## src/design/eag_pkg.sv

```systemverilog
package eag_pkg;

    // Instruction word, documented bit n sits at vector bit (31 - n)
    localparam int INSTR_W         = 32;
    localparam int IR_W            = 34;
    localparam int IND_BIT         = 31;
    localparam int X_HI            = 19;
    localparam int X_LO            = 17;
    localparam int M_HI            = 16;
    localparam int IMM_HI          = 19;
    localparam int IMM_W           = 20;
    localparam int EXT_SEL_BIT     = 16;
    localparam int REGION_HI       = 15;
    localparam int FULL_ADDR_HI    = 21;

    // Address widths
    localparam int WADDR_W         = 22;
    localparam int NORM_WADDR_W    = 17;
    localparam int BADDR_W         = 24;
    localparam int NORM_BADDR_W    = 19;
    localparam int EXT_ADDR_W      = 6;
    localparam int REGION_W        = 16;

    // Register file
    localparam int REG_NUM_W       = 4;
    localparam int REG_PTR_W       = 4;
    localparam int REG_SEL_W       = REG_PTR_W + REG_NUM_W;
    localparam int X_W             = 3;
    localparam logic [WADDR_W-1:0] REG_RANGE_TOP = 22'h00000F;

    // Program status doubleword field positions, bit n at vector bit (63 - n)
    localparam int SDW_W           = 64;
    localparam int SDW_MAP_BIT     = 54;
    localparam int SDW_MA_BIT      = 23;
    localparam int SDW_EXT_HI      = 21;
    localparam int SDW_EXT_LO      = 16;
    localparam int SDW_RP_HI       = 35;
    localparam int SDW_RP_LO       = 32;

    typedef enum logic [1:0] {
        EAG_SZ_BYTE,
        EAG_SZ_HALF,
        EAG_SZ_WORD,
        EAG_SZ_DOUBLE
    } eag_size_t;

endpackage

```

## src/design/eag_index_align.sv

```systemverilog
module eag_index_align
    import eag_pkg::*;
(
    // Operands
    input  wire logic [BADDR_W-1:0] base_byte,
    input  wire logic [31:0]        disp,
    input  wire eag_size_t          size,
    input  wire logic               ext_mode,
    // Result
    output logic      [BADDR_W-1:0] sum
);

    logic [BADDR_W-1:0] disp_low;
    logic [BADDR_W-1:0] shifted;
    logic [BADDR_W-1:0] raw;

    // Upper displacement bits never reach the adder
    assign disp_low = disp[BADDR_W-1:0];                                 // see RULE8
    assign shifted  = disp_low << size;                                  // see RULE6
    assign raw      = base_byte + shifted;

    // Normal mode delivers only 19 bits; upper five read as zero
    always_comb begin
        if (ext_mode) begin
            sum = raw;                                                   // see RULE7
        end else begin
            sum = {{(BADDR_W-NORM_BADDR_W){1'b0}}, raw[NORM_BADDR_W-1:0]}; // see RULE7
        end
    end

endmodule

```

## src/design/eag_core.sv

```systemverilog
// What this block does
// RULE1: Addresses 0 to 15 select a current-block register; no memory cycle issued.
// RULE2: Immediate opcodes take the operand from instruction bits 12 to 31.
// RULE3: Immediate operands ignore the indirect flag and the index field.
// RULE4: Nonzero index field bits 12-14 selects the displacement register.
// RULE5: Instruction held in 34-bit register with two low zero bits.
// RULE6: Displacement shifted left 0 to 3 by operand size before addition.
// RULE7: Result is 19 bits normally, 24 bits in real extended mode.
// RULE8: Displacement bits above final address width are discarded.
// RULE9: Instruction bit 0 set reads the indirect word at the word address.
// RULE10: Indirect without indexing uses the indirect address unchanged.
// RULE11: With both, indirect address replaces the field, then indexing applies.
// RULE12: Extended mode, indirect bit 0 clear gives 22-bit address from bits 10-31.
// RULE13: Extended mode, indirect bit 0 set: selector bit 15, region bits 16-31.
// RULE14: Clear selector gives region zero; set selector prefixes the extension address.
// RULE15: Real extended mode is map indicator clear and mode-altered set.
// RULE16: Extension address comes from status doubleword bits 42 to 47.
// RULE17: Current register block comes from the status doubleword register pointer.
// RULE18: A qualifier says whether the result targets registers or memory.
module eag_core
    import eag_pkg::*;
(
    // Clock and reset
    input  wire logic                 clk,
    input  wire logic                 arst_n,
    // Request from the sequencer
    input  wire logic                 start,
    input  wire logic [INSTR_W-1:0]   instr,
    input  wire logic                 imm_op,
    input  wire eag_size_t            op_size,
    input  wire logic [SDW_W-1:0]     program_status_doubleword,
    output logic                      busy,
    // Main memory read port for indirect words
    output logic                      mem_rd_req,
    output logic      [WADDR_W-1:0]   mem_rd_addr,
    input  wire logic                 mem_rd_ack,
    input  wire logic [INSTR_W-1:0]   mem_rd_data,
    // Register file read port, data one cycle after request
    output logic                      reg_rd_req,
    output logic      [REG_SEL_W-1:0] reg_rd_sel,
    input  wire logic [31:0]          reg_rd_data,
    // Result
    output logic                      ea_valid,
    output logic                      ea_is_reg,
    output logic      [REG_SEL_W-1:0] ea_reg_sel,
    output logic      [BADDR_W-1:0]   ea_byte_addr,
    output logic                      ea_imm_valid,
    output logic      [IMM_W-1:0]     ea_imm
);

    typedef enum logic [2:0] {
        S_IDLE,
        S_IND_MEM,
        S_IND_REG_REQ,
        S_IND_REG_GET,
        S_IDX_REQ,
        S_IDX_GET,
        S_DONE
    } eag_state_t;

    eag_state_t           state_reg,    state_next;
    logic [IR_W-1:0]      ir_reg,       ir_next;
    logic [WADDR_W-1:0]   waddr_reg,    waddr_next;
    logic                 ext_reg,      ext_next;
    eag_size_t            size_reg,     size_next;
    logic [REG_PTR_W-1:0] ptr_reg,      ptr_next;
    logic [EXT_ADDR_W-1:0] xaddr_reg,   xaddr_next;
    logic                 isreg_reg,    isreg_next;
    logic [REG_SEL_W-1:0] rsel_reg,     rsel_next;
    logic [BADDR_W-1:0]   baddr_reg,    baddr_next;
    logic                 imm_reg,      imm_next;
    logic [IMM_W-1:0]     immv_reg,     immv_next;

    logic                 in_ext;
    logic [EXT_ADDR_W-1:0] in_xaddr;
    logic [WADDR_W-1:0]   first_level;
    logic [X_W-1:0]       x_field;
    logic [WADDR_W-1:0]   ind_addr;
    logic [INSTR_W-1:0]   ind_word;
    logic [BADDR_W-1:0]   idx_sum;
    logic [BADDR_W-1:0]   base_byte;

    // Real extended mode qualifier taken from the live status doubleword
    assign in_ext   = ~program_status_doubleword[SDW_MAP_BIT]
                    &  program_status_doubleword[SDW_MA_BIT];            // see RULE15
    assign in_xaddr = program_status_doubleword[SDW_EXT_HI:SDW_EXT_LO];  // see RULE16

    // A 17-bit address: in extended mode bit 15 picks region 0 or the program region
    function automatic logic [WADDR_W-1:0] fold17(input logic [NORM_WADDR_W-1:0] a,
                                                   input logic ext,
                                                   input logic [EXT_ADDR_W-1:0] xa);
        logic [WADDR_W-1:0] r;
        r = {{(WADDR_W-NORM_WADDR_W){1'b0}}, a};
        if (ext) begin
            if (a[EXT_SEL_BIT]) begin
                r = {xa, a[REGION_HI:0]};                                // see RULE14
            end else begin
                r = {{EXT_ADDR_W{1'b0}}, a[REGION_HI:0]};                // see RULE14
            end
        end
        return r;
    endfunction

    assign first_level = fold17(instr[M_HI:0], in_ext, in_xaddr);
    assign x_field     = ir_reg[X_HI+2:X_LO+2];

    // Indirect word comes from memory, or from a register in the register range
    assign ind_word = (state_reg == S_IND_MEM) ? mem_rd_data : reg_rd_data;

    always_comb begin
        ind_addr = fold17(ind_word[M_HI:0], ext_reg, xaddr_reg);         // see RULE13
        if (ext_reg && !ind_word[IND_BIT]) begin
            ind_addr = ind_word[FULL_ADDR_HI:0];                         // see RULE12
        end
    end

    assign base_byte = {waddr_reg, 2'b00};

    eag_index_align u_align (
        .base_byte (base_byte),
        .disp      (reg_rd_data),
        .size      (size_reg),
        .ext_mode  (ext_reg),
        .sum       (idx_sum)
    );

    always_comb begin
        state_next = state_reg;
        ir_next    = ir_reg;
        waddr_next = waddr_reg;
        ext_next   = ext_reg;
        size_next  = size_reg;
        ptr_next   = ptr_reg;
        xaddr_next = xaddr_reg;
        isreg_next = isreg_reg;
        rsel_next  = rsel_reg;
        baddr_next = baddr_reg;
        imm_next   = imm_reg;
        immv_next  = immv_reg;
        unique case (state_reg)
            S_IDLE: begin
                if (start) begin
                    ir_next    = {instr, 2'b00};                         // see RULE5
                    waddr_next = first_level;
                    ext_next   = in_ext;
                    size_next  = op_size;
                    ptr_next   = program_status_doubleword[SDW_RP_HI:SDW_RP_LO]; // see RULE17
                    xaddr_next = in_xaddr;
                    if (imm_op) begin
                        // Indirect flag and index field play no part here
                        imm_next   = 1'b1;                               // see RULE3
                        immv_next  = instr[IMM_HI:0];                    // see RULE2
                        isreg_next = 1'b0;
                        baddr_next = '0;
                        state_next = S_DONE;
                    end else begin
                        imm_next = 1'b0;
                        if (instr[IND_BIT]) begin                        // see RULE9
                            state_next = (first_level <= REG_RANGE_TOP) ? S_IND_REG_REQ
                                                                        : S_IND_MEM; // see RULE1
                        end else if (instr[X_HI:X_LO] != '0) begin       // see RULE4
                            state_next = S_IDX_REQ;
                        end else begin
                            isreg_next = (first_level <= REG_RANGE_TOP); // see RULE1
                            rsel_next  = {program_status_doubleword[SDW_RP_HI:SDW_RP_LO],
                                          first_level[REG_NUM_W-1:0]};
                            baddr_next = {first_level, 2'b00};
                            state_next = S_DONE;
                        end
                    end
                end
            end
            S_IND_MEM, S_IND_REG_GET: begin
                if (state_reg == S_IND_REG_GET || mem_rd_ack) begin
                    // Indirect address replaces the address field first
                    waddr_next = ind_addr;                               // see RULE11
                    ir_next    = {ir_reg[IR_W-1:NORM_BADDR_W], ind_addr[M_HI:0], 2'b00};
                    if (x_field != '0) begin                             // see RULE4
                        state_next = S_IDX_REQ;
                    end else begin
                        isreg_next = (ind_addr <= REG_RANGE_TOP);        // see RULE1
                        rsel_next  = {ptr_reg, ind_addr[REG_NUM_W-1:0]};
                        baddr_next = {ind_addr, 2'b00};                  // see RULE10
                        state_next = S_DONE;
                    end
                end
            end
            S_IND_REG_REQ: begin
                state_next = S_IND_REG_GET;
            end
            S_IDX_REQ: begin
                state_next = S_IDX_GET;
            end
            S_IDX_GET: begin
                // Register range is judged on the final word address
                isreg_next = (idx_sum[BADDR_W-1:2] <= REG_RANGE_TOP);   // see RULE1
                rsel_next  = {ptr_reg, idx_sum[REG_NUM_W+1:2]};
                baddr_next = idx_sum;                                    // see RULE11
                state_next = S_DONE;
            end
            S_DONE: begin
                state_next = S_IDLE;
            end
        endcase
    end

    always_ff @(posedge clk or negedge arst_n) begin
        if (!arst_n) begin
            state_reg <= S_IDLE;
            ir_reg    <= '0;
            waddr_reg <= '0;
            ext_reg   <= 1'b0;
            size_reg  <= EAG_SZ_BYTE;
            ptr_reg   <= '0;
            xaddr_reg <= '0;
            isreg_reg <= 1'b0;
            rsel_reg  <= '0;
            baddr_reg <= '0;
            imm_reg   <= 1'b0;
            immv_reg  <= '0;
        end else begin
            state_reg <= state_next;
            ir_reg    <= ir_next;
            waddr_reg <= waddr_next;
            ext_reg   <= ext_next;
            size_reg  <= size_next;
            ptr_reg   <= ptr_next;
            xaddr_reg <= xaddr_next;
            isreg_reg <= isreg_next;
            rsel_reg  <= rsel_next;
            baddr_reg <= baddr_next;
            imm_reg   <= imm_next;
            immv_reg  <= immv_next;
        end
    end

    // Handshake outputs decoded from state
    assign busy        = (state_reg != S_IDLE);
    assign mem_rd_req  = (state_reg == S_IND_MEM);
    assign mem_rd_addr = waddr_reg;
    assign reg_rd_req  = (state_reg == S_IND_REG_REQ) || (state_reg == S_IDX_REQ);
    // Index register number is the 3-bit field with a zero on top
    assign reg_rd_sel  = (state_reg == S_IDX_REQ)
                       ? {ptr_reg, 1'b0, x_field}                        // see RULE4
                       : {ptr_reg, waddr_reg[REG_NUM_W-1:0]};            // see RULE17

    assign ea_valid     = (state_reg == S_DONE);
    assign ea_is_reg    = isreg_reg;                                     // see RULE18
    assign ea_reg_sel   = rsel_reg;
    assign ea_byte_addr = baddr_reg;
    assign ea_imm_valid = (state_reg == S_DONE) && imm_reg;
    assign ea_imm       = immv_reg;

endmodule

```

## config.mk

```make
export PLATFORM = sky130hd
export DESIGN_NAME = eag_core
export DESIGN_NICKNAME = d
export VERILOG_FILES = /design/src/design/eag_pkg.sv /design/src/design/eag_index_align.sv /design/src/design/eag_core.sv
export SDC_FILE = /design/constraint.sdc
export NUM_CORES = 1
export LEC_CHECK = 0
export BUFFER_PORTS_ARGS = -buffer_cell sky130_fd_sc_hd__buf_4
export CAP_MARGIN = 15
export CORE_UTILIZATION = 49
export DETAILED_ROUTE_END_ITERATION = 8
export GPL_TIMING_DRIVEN = 0
export PLACE_DENSITY_LB_ADDON = 0.3
export SYNTH_ARGS = -nofsm -noshare
export SYNTH_HDL_FRONTEND = slang
export SYNTH_SLANG_ARGS = --single-unit
```

## constraint.sdc

```tcl
create_clock -name clk -period 6.6 [get_ports clk]
set_input_delay 0.99 -clock clk [delete_from_list [all_inputs] [get_ports clk]]
set_output_delay 0.99 -clock clk [all_outputs]
set_load 0.1 [all_outputs]
```

==> impl_metrics.tcl <==
set metrics [dict create \
    syn_area_sq_um 6260 \
    ant_nets 0 \
    min_path_cells 2 \
    rrSetupSlack_ns 1.0 \
    synth-edff-count 0 \
    syn_avg_cell_area_sq_um 9.58 \
    yosysSeqAreaShare 0.380 \
    num_vias 6277 \
    cts-resized-gates 0 \
    final_nets 1030 \
    fin_skew_ns 0.00773 \
    grt_max_degree 96 \
    final_common_cell "buf_4" \
    r2r-start "size_reg[0]$_DFFE_PN0P_" \
    fin_hold_ws_ns 0.487 \
    antenna_cells 0 \
    drtIter0Drc 586 \
    synthCells 654 \
    start_util 0.513 \
    largest_reg_flops 24 \
    slew-limit-headroom 0.345 \
    ys_ff_latch 95 \
    reg2regPathDepth 14 \
    drt_wl_total_microns 21500 \
    synthDistinctLibCells 53 \
    yosysWarningCount 0 \
    clk_pin_slew_ns 0.07 \
    fp.dieH_microns 115 \
    ctsLongestPathBuffers 2 \
    antenna_found_initial 0 \
    dieArea_sq_um 13200 \
    ys.flop_type "dfrtp_1" \
    cts.sinks 95 \
    gp_congestion 0.954 \
    drt_drc_violations_left 0 \
    dp_slack_ns 1.01 \
    worst_slew_pin_slew_ns 0.983 \
    r2r-end "ea_is_reg$_DFFE_PN0P_" \
    port_buffers 175 \
    die-width_microns 115 \
    layout_setup_ws_ns 0.996 \
    root_buffer "clkbuf_16" \
    syn2layout_area_growth_pct 29.6 \
    drive_gt1_frac 0.305 \
    min-delay-start "ea_byte_addr[15]$_DFFE_PN0P_" \
    worstPathArrival_ns 5.88 \
    worstPathRequired_ns 6.88 \
    via_per_inst 6.19 \
    totalNegativeSetupSlack_ns 0 \
    cp_max_fo 10 \
    worst_setup_path_end_kind "flip-flop" \
    htree_levels 3 \
    slew_violations 0 \
    synth_fp_nets 843 \
    core.rowCount 40 \
    dr.pass1.iters 6 \
    wl_per_cell_microns 21.2 \
    crit_type "flip-flop to flip-flop" \
    hold_viol_final 0 \
    maxCapViolations 0 \
    grtUsageTotal 0.337 \
    holdPathEnd "ea_byte_addr[15]$_DFFE_PN0P_" \
    final_cell_mix "175 x buf_4, 95 x dfrtp_1, 89 x nand2_1" \
    hold_buffers 0 \
    io_pins 255 \
    holdCritPathClass "flip-flop to flip-flop" \
    synthArstFlopShare 1.00 \
    clkLatencyLatePin_ns 0.36 \
    status "completed" \
    grt_pass1_vias 6176 \
    cts_inserted_buffers 9 \
    max_clock_freq_ghz 0.178 \
    overflow 0 \
    rsz0062_at_grt "no" \
    period_needed_ns 5.60 \
    post-route-period-util 0.849 \
    post-dp-hpwl_microns 16500 \
    core_area_sq_um 12200 \
    start_kind "flip-flop" \
    grt_pass1_wl_microns 33300 \
    post_cts_buffers 0 \
    finalSetupViolCount 0 \
    cts_tree "yes" \
]
-- per-stage QoR --
stage               instance area, sq um  utilization  instances
global placement                    7790        0.638        997
detailed placement                  7790        0.638        997
CTS                                 8090        0.663       1013
global route                        8120        0.665       1014
floorplan                           6260            -        654
finish                              8120        0.665       1014
-- critical path, cell delays in order, from the launching register on --
cell and delay, ns:
dfrtp_1 0.32, clkbuf_1 0.58, clkbuf_1 0.69, clkbuf_1 0.60
o21ai_0 0.20, ha_1 0.24, fa_1 0.41, a21o_1 0.20
a221o_1 0.36, xor2_1 0.18, or4_1 0.49, or4_1 0.47
nor4_1 0.34, nand4b_1 0.18, o31ai_2 0.24
-- layout make-up --
class / instances / area, sq um
Fill cell: 1023 / 4090
Clock inverter: 7 / 78.8
Buffer: 42 / 168
Multi-Input combinational cell: 509 / 3690
Timing Repair Buffer: 176 / 1340
Clock buffer: 9 / 225
Tap cell: 168 / 210
Sequential cell: 95 / 2380
Inverter: 8 / 30.0
-- routing by layer --
layer	track usage	part of all wire	vias up
met1	0.436	0.41	3052
met2	0.549	0.47	355
met4	0.139	0.032	0
met3	0.0727	0.092	63
li1	-	-	2807
met5	0	0	-
-- Yosys cell counts, types with 3 or more instances --
| library cell | instances | share of area |
|---|---|---|
| or2_2 | 4 | 0.0040 |
| nor2_1 | 42 | 0.025 |
| nor3b_1 | 6 | 0.0072 |
| a21bo_2 | 3 | 0.0048 |
| xor2_1 | 12 | 0.017 |
| a211oi_1 | 6 | 0.0072 |
| mux4_2 | 20 | 0.072 |
| and3_1 | 3 | 0.0030 |
| nor2b_1 | 4 | 0.0040 |
| mux2i_1 | 25 | 0.040 |
| nand2_1 | 89 | 0.053 |
| dfrtp_1 | 95 | 0.38 |
| buf_1 | 3 | 0.0018 |
| nand3_1 | 7 | 0.0056 |
| a31oi_1 | 9 | 0.0090 |
| nor3_1 | 6 | 0.0048 |
| mux2_2 | 35 | 0.063 |
| a21boi_0 | 3 | 0.0036 |
| a21o_1 | 25 | 0.030 |
| a21oi_1 | 41 | 0.033 |
| a221oi_1 | 21 | 0.029 |
| clkbuf_1 | 36 | 0.022 |
| nand4_1 | 7 | 0.0070 |
| inv_1 | 8 | 0.0048 |
| ha_1 | 21 | 0.042 |
| xnor2_1 | 10 | 0.014 |
| a2111oi_0 | 3 | 0.0042 |
| nor4_1 | 6 | 0.0060 |
| nand2b_1 | 3 | 0.0030 |
| o21ai_0 | 59 | 0.047 |
| o21ai_1 | 4 | 0.0032 |
| and2_1 | 8 | 0.0080 |
-- cells by family (layout without fill, tap and decap cells) --
kind of cell               Yosys count  in the layout  share of synthesized area
xor gates and xnor gates            22             22                     0.0308
AOI/OAI and AO/OA                  193            193                      0.198
muxes                               80             80                      0.175
DFF                                 95             95                      0.380
buffers and inverters               50            242                     0.0316
adders and majority gates           22             22                     0.0452
and+or+nand+nor                    192            192                      0.140
-- how the worst max path moves through the flow --
stage,start,end,depth (start not counted)
detailed placement,size_reg[0]$_DFFE_PN0P_,ea_is_reg$_DFFE_PN0P_,14
global placement,size_reg[0]$_DFFE_PN0P_,ea_is_reg$_DFFE_PN0P_,14
floorplan,size_reg[0]$_DFFE_PN0P_,ea_is_reg$_DFFE_PN0P_,14
CTS,size_reg[0]$_DFFE_PN0P_,ea_is_reg$_DFFE_PN0P_,14
finish,size_reg[0]$_DFFE_PN0P_,ea_is_reg$_DFFE_PN0P_,14
global route,size_reg[0]$_DFFE_PN0P_,ea_is_reg$_DFFE_PN0P_,14
Power is not shown: default switching activity piles up to over one toggle a cycle in this logic, so the estimate is an artifact.
